===== config.mk =====
export PLATFORM = sky130hd
export DESIGN_NAME = eehs_top
export DESIGN_NICKNAME = d
export VERILOG_FILES = /design/src/rtl/eehs_pkg.sv /design/src/rtl/eehs_top.sv /design/src/rtl/eehs_timer.sv
export VERILOG_INCLUDE_DIRS = /design/src /design/src/rtl
export SDC_FILE = /design/constraint.sdc
export NUM_CORES = 1
export LEC_CHECK = 0
export BUFFER_PORTS_ARGS = -buffer_cell sky130_fd_sc_hd__buf_2
export CORE_MARGIN = 3
export CORE_UTILIZATION = 35
export CTS_CLUSTER_SIZE = 14
export DETAILED_ROUTE_END_ITERATION = 12
export GPL_TIMING_DRIVEN = 0
export PLACE_DENSITY_LB_ADDON = 0.2
export REMOVE_ABC_BUFFERS = 1
export SYNTH_ARGS = -nofsm -noshare
export SYNTH_HDL_FRONTEND = slang
export SYNTH_SLANG_ARGS = --single-unit

===== constraint.sdc =====
create_clock -name sys_clk -period 4.2 [get_ports sys_clk]
set_input_delay 0.21 -clock sys_clk [delete_from_list [all_inputs] [get_ports sys_clk]]
set_output_delay 0.21 -clock sys_clk [all_outputs]
set_load 0.1 [all_outputs]

===== src/rtl/eehs_consts.svh =====
// Offsets, field positions, reset values and timing counts of the EEPROM command handshake.
`ifndef EEHS_CONSTS_SVH
`define EEHS_CONSTS_SVH
`define EEHS_ADDR_W 12
`define EEHS_CMD_OFS 12'h1B4
`define EEHS_DATA_OFS 12'h1C8
`define EEHS_BUSY_BIT 31
`define EEHS_OP_MSB 30
`define EEHS_OP_LSB 28
`define EEHS_TMO_BIT 24
`define EEHS_EADDR_MSB 15
`define EEHS_EADDR_W 16
`define EEHS_DATA_W 8
`define EEHS_OP_RESET 3'h0
`define EEHS_OP_READ 3'h0
`define EEHS_OP_ERASE_WRITE_DISABLE 3'h1
`define EEHS_OP_ERASE_WRITE_ENABLE 3'h2
`define EEHS_CLK_MHZ 250
`define EEHS_TIMEOUT_US 100
`define EEHS_TIMEOUT_CYC (`EEHS_TIMEOUT_US * `EEHS_CLK_MHZ)
`endif


===== src/rtl/eehs_pkg.sv =====
// Types shared by the EEPROM command handshake files.
package eehs_pkg;
    typedef enum logic [1:0] {
        EEHS_LOAD,
        EEHS_IDLE,
        EEHS_WAIT
    } eehs_state_e;

    // Request handed to the serial EEPROM engine.
    typedef struct packed {
        logic [2:0] op;
        logic [15:0] addr;
        logic [7:0] wdata;
    } eehs_req_s;

    // Host register access strobe with its address and data.
    typedef struct packed {
        logic wr;
        logic rd;
        logic [11:0] addr;
        logic [31:0] wdata;
    } eehs_acc_s;
endpackage : eehs_pkg


===== src/rtl/eehs_top.sv =====
// Host command and busy handshake of the serial EEPROM controller.
//
// Notes on behaviour
// - Writing one to the busy bit 31 starts the operation in the op-code field at the held address.
// - The busy bit stays one for the whole operation and is cleared by hardware at its end.
// - After a read, busy returning to zero with the timeout flag clear means the data register holds the fetched byte.
// - A write with no EEPROM present keeps busy set until the timeout flag sets, then clears.
// - Busy is forced to one after any reset and cleared when the power-up loader finishes.
// - The op-code field 30:28 (000 read, 001 erase/write disable, 010 enable) resets to 000.
`timescale 1ns/1ns
`include "eehs_consts.svh"
module eehs_top #(
    parameter int TIMEOUT_CYCLES = `EEHS_TIMEOUT_CYC
) (
    input wire logic sys_clk,
    input wire logic rst,
    input wire logic soft_rst,
    input wire eehs_pkg::eehs_acc_s acc,
    output logic [31:0] reg_rdata_q,
    output logic eeprom_op_busy_q,
    output logic eng_req_q,
    output eehs_pkg::eehs_req_s eng_cmd_q,
    input wire logic eng_done,
    input wire logic [`EEHS_DATA_W-1:0] eng_rdata,
    input wire logic loader_done
);
    eehs_pkg::eehs_state_e state_q;
    eehs_pkg::eehs_state_e state_d;
    logic [2:0] op_q;
    logic [`EEHS_EADDR_W-1:0] eaddr_q;
    logic [`EEHS_DATA_W-1:0] data_q;
    logic tmo_q;
    logic expire_q;

    // Address decode of the two registers.
    function automatic logic hit(input logic [11:0] a, input logic [11:0] ofs);
        return a == ofs;
    endfunction : hit

    wire cmd_wr = acc.wr && hit(acc.addr, `EEHS_CMD_OFS);
    wire data_wr = acc.wr && hit(acc.addr, `EEHS_DATA_OFS);
    wire idle = (state_q == eehs_pkg::EEHS_IDLE);
    wire waiting = (state_q == eehs_pkg::EEHS_WAIT);
    // Writes while busy are dropped, so a careless host cannot corrupt a running operation.
    wire cmd_take = cmd_wr && idle;
    wire data_take = data_wr && idle;
    wire start = cmd_take && acc.wdata[`EEHS_BUSY_BIT];
    wire op_end = waiting && (eng_done || expire_q);
    wire tmo_clr = cmd_take && acc.wdata[`EEHS_TMO_BIT];
    wire tmo_set = waiting && !eng_done && expire_q;
    wire rd_fill = waiting && eng_done && (op_q == `EEHS_OP_READ);

    // Read view of the command register; bits 27:25 and 23:16 have no storage and read zero.
    // The view is built from live state, so a read during an operation shows busy as one.
    wire [31:0] cmd_view = {eeprom_op_busy_q, op_q, 3'h0, tmo_q, 8'h00, eaddr_q};
    wire [31:0] data_view = {{(32 - `EEHS_DATA_W){1'b0}}, data_q};
    wire [31:0] rd_mux = hit(acc.addr, `EEHS_CMD_OFS) ? cmd_view :
                         hit(acc.addr, `EEHS_DATA_OFS) ? data_view : 32'h0000_0000;

    // Next state of the handshake sequencer.
    always_comb begin
        state_d = state_q;
        case (state_q)
            eehs_pkg::EEHS_LOAD: begin
                if (loader_done) begin
                    state_d = eehs_pkg::EEHS_IDLE;
                end
            end
            eehs_pkg::EEHS_IDLE: begin
                if (start) begin
                    state_d = eehs_pkg::EEHS_WAIT;
                end
            end
            eehs_pkg::EEHS_WAIT: begin
                if (op_end) begin
                    state_d = eehs_pkg::EEHS_IDLE;
                end
            end
            default: begin
                state_d = eehs_pkg::EEHS_LOAD;
            end
        endcase
    end

    // Timeout watchdog for an engine that never answers.
    eehs_timer #(
        .CYCLES(TIMEOUT_CYCLES)
    ) u_timer (
        .sys_clk(sys_clk),
        .rst(rst),
        .run(waiting && !eng_done),
        .expire_q(expire_q)
    );

    // Sequencer state and busy flag; the soft reset behaves like a power-up.
    always_ff @(posedge sys_clk or posedge rst) begin
        if (rst) begin
            state_q <= eehs_pkg::EEHS_LOAD;
            eeprom_op_busy_q <= 1'b1;
        end else if (soft_rst) begin
            state_q <= eehs_pkg::EEHS_LOAD;
            eeprom_op_busy_q <= 1'b1;
        end else begin
            state_q <= state_d;
            eeprom_op_busy_q <= (state_d != eehs_pkg::EEHS_IDLE);
        end
    end

    // Command fields, held steady while an operation runs.
    always_ff @(posedge sys_clk or posedge rst) begin
        if (rst) begin
            op_q <= `EEHS_OP_RESET;
            eaddr_q <= '0;
        end else if (soft_rst) begin
            op_q <= `EEHS_OP_RESET;
            eaddr_q <= '0;
        end else if (cmd_take) begin
            op_q <= acc.wdata[`EEHS_OP_MSB:`EEHS_OP_LSB];
            eaddr_q <= acc.wdata[`EEHS_EADDR_MSB:0];
        end
    end

    // Timeout flag: hardware setting wins over a clear in the same cycle.
    always_ff @(posedge sys_clk or posedge rst) begin
        if (rst) begin
            tmo_q <= 1'b0;
        end else if (soft_rst) begin
            tmo_q <= 1'b0;
        end else begin
            tmo_q <= tmo_set | (tmo_q & ~tmo_clr);
        end
    end

    // Data register: host writes when idle, the engine fills it on a read.
    always_ff @(posedge sys_clk or posedge rst) begin
        if (rst) begin
            data_q <= '0;
        end else if (soft_rst) begin
            data_q <= '0;
        end else if (rd_fill) begin
            data_q <= eng_rdata;
        end else if (data_take) begin
            data_q <= acc.wdata[`EEHS_DATA_W-1:0];
        end
    end

    // Engine request pulse and registered read data.
    always_ff @(posedge sys_clk or posedge rst) begin
        if (rst) begin
            eng_req_q <= 1'b0;
            eng_cmd_q <= '0;
            reg_rdata_q <= 32'h0000_0000;
        end else begin
            eng_req_q <= start && !soft_rst;
            if (start) begin
                eng_cmd_q <= {acc.wdata[`EEHS_OP_MSB:`EEHS_OP_LSB],
                              acc.wdata[`EEHS_EADDR_MSB:0], data_q};
            end
            reg_rdata_q <= acc.rd ? rd_mux : 32'h0000_0000;
        end
    end
endmodule : eehs_top


===== src/rtl/eehs_timer.sv =====
// Timeout counter that fires once when an operation waits too long.
`timescale 1ns/1ns
module eehs_timer #(
    parameter int CYCLES = 25000
) (
    input wire logic sys_clk,
    input wire logic rst,
    input wire logic run,
    output logic expire_q
);
    localparam int CW = $clog2(CYCLES + 1);
    localparam logic [CW-1:0] LAST = CW'(CYCLES - 1);

    logic [CW-1:0] cnt_q;
    wire at_last = (cnt_q == LAST);

    // The count restarts whenever run drops, so every wait gets a full window.
    always_ff @(posedge sys_clk or posedge rst) begin
        if (rst) begin
            cnt_q <= '0;
            expire_q <= 1'b0;
        end else begin
            cnt_q <= (run && !at_last) ? cnt_q + CW'(1) : '0;
            expire_q <= run && at_last;
        end
    end
endmodule : eehs_timer


## Yosys cells after proc, flatten, opt, wreduce, memory -nomap -nowiden

Index checks and enable logic that the tools add are counted.
W data, S select, Z words.

| word-level totals | value |
|---|---|
| flip-flop bits (word level) | 107 |
| latch bits | 0 |
| memory bits (writable) | 0 |
| bits in read-only memories | 0 |
| output and inout port bits | 61 |
| word-level logic and storage cells | 63 |
| memories | 0 |

| cells by class | value |
|---|---|
| $add $sub $neg | 1 |
| $mul | 0 |
| div/mod/pow operators | 0 |
| order comparisons | 0 |
| equality and inequality tests | 6 |
| shifts and indexed selects | 0 |
| multiplexer cells | 18 |
| bitwise gates (word level) | 3 |
| reduce and logical (&&, ||, !) cells | 22 |

Operators by type and width:

| cell | number |
|---|---|
| $mux W32 | 2 |
| $mux W16 | 2 |
| $mux W8 | 4 |
| $eq A12 B9 Y1 const B | 2 |
| $add A15 B1 Y15 const B | 1 |
| $eq A15 B15 Y1 const B | 1 |
| $mux W15 | 1 |
| $logic_and A1 B1 Y1 | 14 |
| $mux W2 | 4 |
| $mux W3 | 2 |
| $pmux W2 S3 | 1 |
| $logic_not A1 Y1 | 3 |
| $logic_not A3 Y1 | 1 |
| $reduce_bool A3 Y1 | 1 |
| $eq A2 B1 Y1 const B | 1 |
| $eq A2 B2 Y1 const B | 1 |
| $logic_not A2 Y1 | 1 |
| $mux W1 | 2 |
| $ne A2 B1 Y1 const B | 1 |
| $reduce_bool A2 Y1 | 1 |
| $and A1 B1 Y1 | 1 |
| $logic_or A1 B1 Y1 | 1 |
| $not A1 Y1 | 1 |
| $or A1 B1 Y1 | 1 |

## Longest topological paths before layout

| logic depth | value |
|---|---|
| word-level depth | 8 |
| depth in mapped cells | 8 |
| depth with buffers taken out | 5 |

## By module

From an unflattened synthesis, not the netlist that was laid out.

| unflattened totals | value |
|---|---|
| cell total of the unflattened synthesis | 321 |
| area total of the unflattened synthesis | 4191.5 sq um |

By module, submodules not included:

| module | times used | cells each | area an instance (sq um) |
|---|---|---|---|
| eehs_top | 1 | 241 | 3395.8 |
| eehs_timer | 1 | 80 | 795.8 |

## Least setup slack after synthesis

No wires, ideal clock.

| path | value |
|---|---|
| path kind | register -> register |
| from | reg state_q[0] |
| to | reg data_q[0] |
| arrival | 1.598 ns |
| setup slack | 2.476 ns |
| stages on the path, launching flop included | 8 |
| clock period less this slack | 1.724 ns |
| cell sequence | dfrtp_1 > buf_6 > nand4bb_1 > nor3_1 > buf_2 > a311o_1 > buf_6 > mux2_4 |

| on the way | value |
|---|---|
| cells in the longest elaborated chain, start to end | 5 |
| elaborated cells on any way between the ends | 8 |
| classes of those cells | eq/ne (2); mux (2); reduce/logical (4) |

RTL lines:

| item | RTL line | RTL |
|---|---|---|
| start, declared | eehs_top.sv:27 | `eehs_pkg::eehs_state_e state_q;` |
| start signal, assigned | eehs_top.sv:98 | `state_q <= eehs_pkg::EEHS_LOAD;` |
| start signal, assigned | eehs_top.sv:101 | `state_q <= eehs_pkg::EEHS_LOAD;` |
| start signal, assigned | eehs_top.sv:104 | `state_q <= state_d;` |
| $eq A2 B2 Y1 | eehs_top.sv:43 | `wire waiting = (state_q == eehs_pkg::EEHS_WAIT);` |
| $logic_and A1 B1 Y1 (2 in series) | eehs_top.sv:51 | `` wire rd_fill = waiting && eng_done && (op_q == `EEHS_OP_READ); `` |
| $mux W8 | eehs_top.sv:140 | `end else if (rd_fill) begin` |
| $mux W8 | eehs_top.sv:138 | `end else if (soft_rst) begin` |
| end signal, assigned | eehs_top.sv:141 | `data_q <= eng_rdata;` |
| end signal, assigned | eehs_top.sv:143 | `` data_q <= acc.wdata[`EEHS_DATA_W-1:0]; `` |
| end, declared | eehs_top.sv:31 | `` logic [`EEHS_DATA_W-1:0] data_q; `` |

Several ways; a longest one is shown, not always the timed one.
A chain may end at the register's enable or synchronous reset.

## Final worst setup path

| path | value |
|---|---|
| from | reg state_q[0] |
| to | reg data_q[4] |

The elaborated chain is that of the path after synthesis.

==> out/qor.txt <==
Resized Gates After CTS: 0
TritonCTS clock tree: done
First-pass GRT wire length: 14600 um
Status: completed
Starting Density: 36.4%
Slew Limit Fails: 0
Tot Pwr: 0.00193 W
Max Cap Viol: 0
Worst EP arrival: 2.54 ns
Clk root buf: clkbuf_16
Area Overhead vs Synth: 20.6%
Tcrit/Tclk final: 55.2%
Hold_sp: acc[11]
Final TNS setup: 0 ns
Worst skew pair latency: 0.34 ns
Post-route cell area: 5130 um^2
CP delay by family, top: simple AND/OR/NAND/NOR gates
Total grt overflow: 0
# DRC: 0
Share of layout cells above drive strength 1: 38.2%
Initial DRC Count: 212
GR Util All Layers: 14.0%
Port Buf Inserts: 97
Via/cell ratio: 4.93
Final WL: 9100 um
Routed vias: 2783
Max IR drop VDD: 167 uV
Wire length per cell: 16.1 um
Largest stage delay, worst path: 0.54 ns
RSZ-0062 raised after global routing: false
Setup slack, reg-to-reg: 1.88 ns
Worst EP required: 4.42 ns
Reg-to-reg startpoint: state_q[0]
DPL Wire Length: 6010 um
Postcts setup bufs: 0
WHS Path Cells: 2
CP max stage cell: a311o_1
Syn_area_per_cell: 13.3 um^2
Pwr dens: 376 nW/um^2
Chip height: 116 um
Clock Path Buffers: 2
Post-synthesis sequential area ratio: 56.5%
Nets: 476
Top-Level Pins: 120
Worst reg2reg endpoint: data_q[4]
H-tree levels: 3
Pleak: 2.63 nW
Fin crit period: 2.32 ns
Total die area: 13500 um^2
CTS Buf Count: 9
Synthesized flop and latch total: 96
GP Congestion: 0.811
# rows: 39
Die width: 116 um
Critical path, cell by cell: nand4bb_1, nor3_2, buf_6, a311o_1, mux2_4
Largest net degree at the start of global routing: 55
Final Skew: 0.00905 ns
Mapped Cells: 319
Antenna-violating nets left: 0
Hold EP: eaddr_q[11]
Worst path bufs/invs: 1
Ant diodes: 0
Worst-path maximum fanout: 10
YS warnings: 0
CP Capture Type: flip-flop
Critical path startpoint category: flip-flop
Final Hold Vio Count: 0
Cell variety after synth: 45
Core Box Area: 11700 um^2
Worst slew margin: 28.5%
Final setup fails: 0
Placed Area: 4810 um^2
Maximum clock frequency: 431 MHz
Initial antenna violation count: 0
Clock transition at the registers of the reported paths: 0.07 ns
Hold_ws: 0.106 ns
Hold Crit Class: in2reg
Mapped Area: 4250 um^2
Kind of critical path: reg2reg
R2r worst-path depth: 5
Vias in the first global route: 2765
TritonRoute pass-1 iters: 4
Hold_buf cts: 1
Clock sink count: 96
Worst-margin pin slew: 1.07 ns
Fillers: 1063
==> per-layer routing <==
layer / wire [um] / global-route usage (%)
met3: 360 / 2.44
met5: 0 / 0
met2: 4120 / 21.0
met4: 146 / 5.10
met1: 4470 / 20.5
==> synthesized netlist by cell type, drive strengths merged <==
master | count | share of area, %
dfrtp | 95 | 56
mux2 | 35 | 12
a22o | 27 | 5.6
nor2 | 22 | 2.0
buf | 20 | 4.4
nand2b | 16 | 2.4
and2 | 13 | 1.9
nand2 | 11 | 1.4
nand3 | 9 | 1.1
mux2i | 8 | 1.9
xnor2 | 8 | 1.6
and4 | 6 | 1.2
nand4 | 6 | 0.88
clkbuf | 5 | 0.44
nor4 | 5 | 0.74
xor2 | 5 | 1.0
inv | 3 | 0.26
nor4b | 3 | 0.97
a311o | 2 | 0.50
nor2b | 2 | 0.29
nor3 | 2 | 0.24
nor3b | 2 | 0.47
a21oi | 1 | 0.12
a221oi | 1 | 0.35
a311oi | 1 | 0.21
and2b | 1 | 0.18
and3 | 1 | 0.15
and4b | 1 | 0.24
conb | 1 | 0.088
dfstp | 1 | 0.62
ha | 1 | 0.29
nand4bb | 1 | 0.26
nor4bb | 1 | 0.24
o21ai | 1 | 0.12
or3 | 1 | 0.15
or3b | 1 | 0.21
==> final cells by class <==
type | count | area (um^2) | area share, %
Timing Repair Buffer | 101 | 549 | 10.7
Clock inverter | 6 | 76.3 | 1.49
Tap cell | 143 | 179 | 3.49
Sequential cell | 96 | 2400 | 46.9
Clock buffer | 10 | 229 | 4.47
Inverter | 3 | 13.8 | 0.268
Multi-Input combinational cell | 205 | 1680 | 32.7
==> through the flow <==
step / cells / setup WS, ns / utilization (%)
2_1_floorplan: 304 / 1.49 / -
3_3_place_gp: 544 / 0.283 / 40.7
3_5_place_dp: 547 / 1.89 / 41.3
4_1_cts: 564 / 1.86 / 44.0
5_1_grt: 564 / 1.68 / 44.0
6_report: 564 / 1.88 / 44.0
==> logic make-up after synthesis <==
logic type,share of synthesized area [%]
compound gates,6.86
other cells,0.0882
flops,56.6
mux,13.5
xor+xnor,2.68
fa+ha+maj,0.294
simple gates,14.9
buf+inv,5.06
==> worst reg2reg max path: cells and delay by family (launching register included) <==
kind / cells / cell delay (ns)
AO/OA/AOI/OAI: 1 / 0.54
buffers and inverters: 1 / 0.22
flip-flops: 1 / 0.49
multiplexers: 1 / 0.36
AND/OR/NAND/NOR: 2 / 0.58
==> placed cells by master (no fill, tap or decap), types with 2 or more instances in the layout <==
master      count
and2_1         13
nand4_1         6
and4_1          6
nor4b_1         2
nand2b_1       16
mux2_4         27
clkbuf_16       9
nor4_1          5
nor2_2          2
inv_1           2
clkinvlp_4      2
xnor2_1         8
a22o_1         27
nand2_1        10
conb_1         11
dfrtp_1        95
nor2b_1         2
mux2_2          8
buf_2          97
nand3_1         9
xor2_1          5
inv_8           2
mux2i_1         8
nor2_1         20
==> worst max-delay path by stage <==
stage | startpoint | slack, ns | cells after the start | end
floorplan | rst | 1.49 | 1 | data_q[0]
global placement | rst | 0.28 | 2 | eng_cmd_q[13]
detailed placement | state_q[0] | 1.89 | 5 | data_q[4]
CTS | state_q[0] | 1.86 | 5 | data_q[4]
global route | state_q[1] | 1.68 | 4 | op_q[1]
finish | state_q[0] | 1.88 | 5 | data_q[4]
==> registers in the layout, indices dropped and copies added, names as in the netlist, 2 cells and up <==
signal,flops
data_q,8
eaddr_q,16
u_timer.cnt_q,15
state_q,2
op_q,3
reg_rdata_q,21
eng_cmd_q,27
==> power breakdown <==
group / leakage, nW / switching, W / internal, W
registers: 1.33 / 0.00000823 / 0.000933
clock network: 0.143 / 0.000373 / 0.000473
logic: 1.16 / 0.0000987 / 0.0000410
Note: power is estimated with default switching activity, not from simulation.
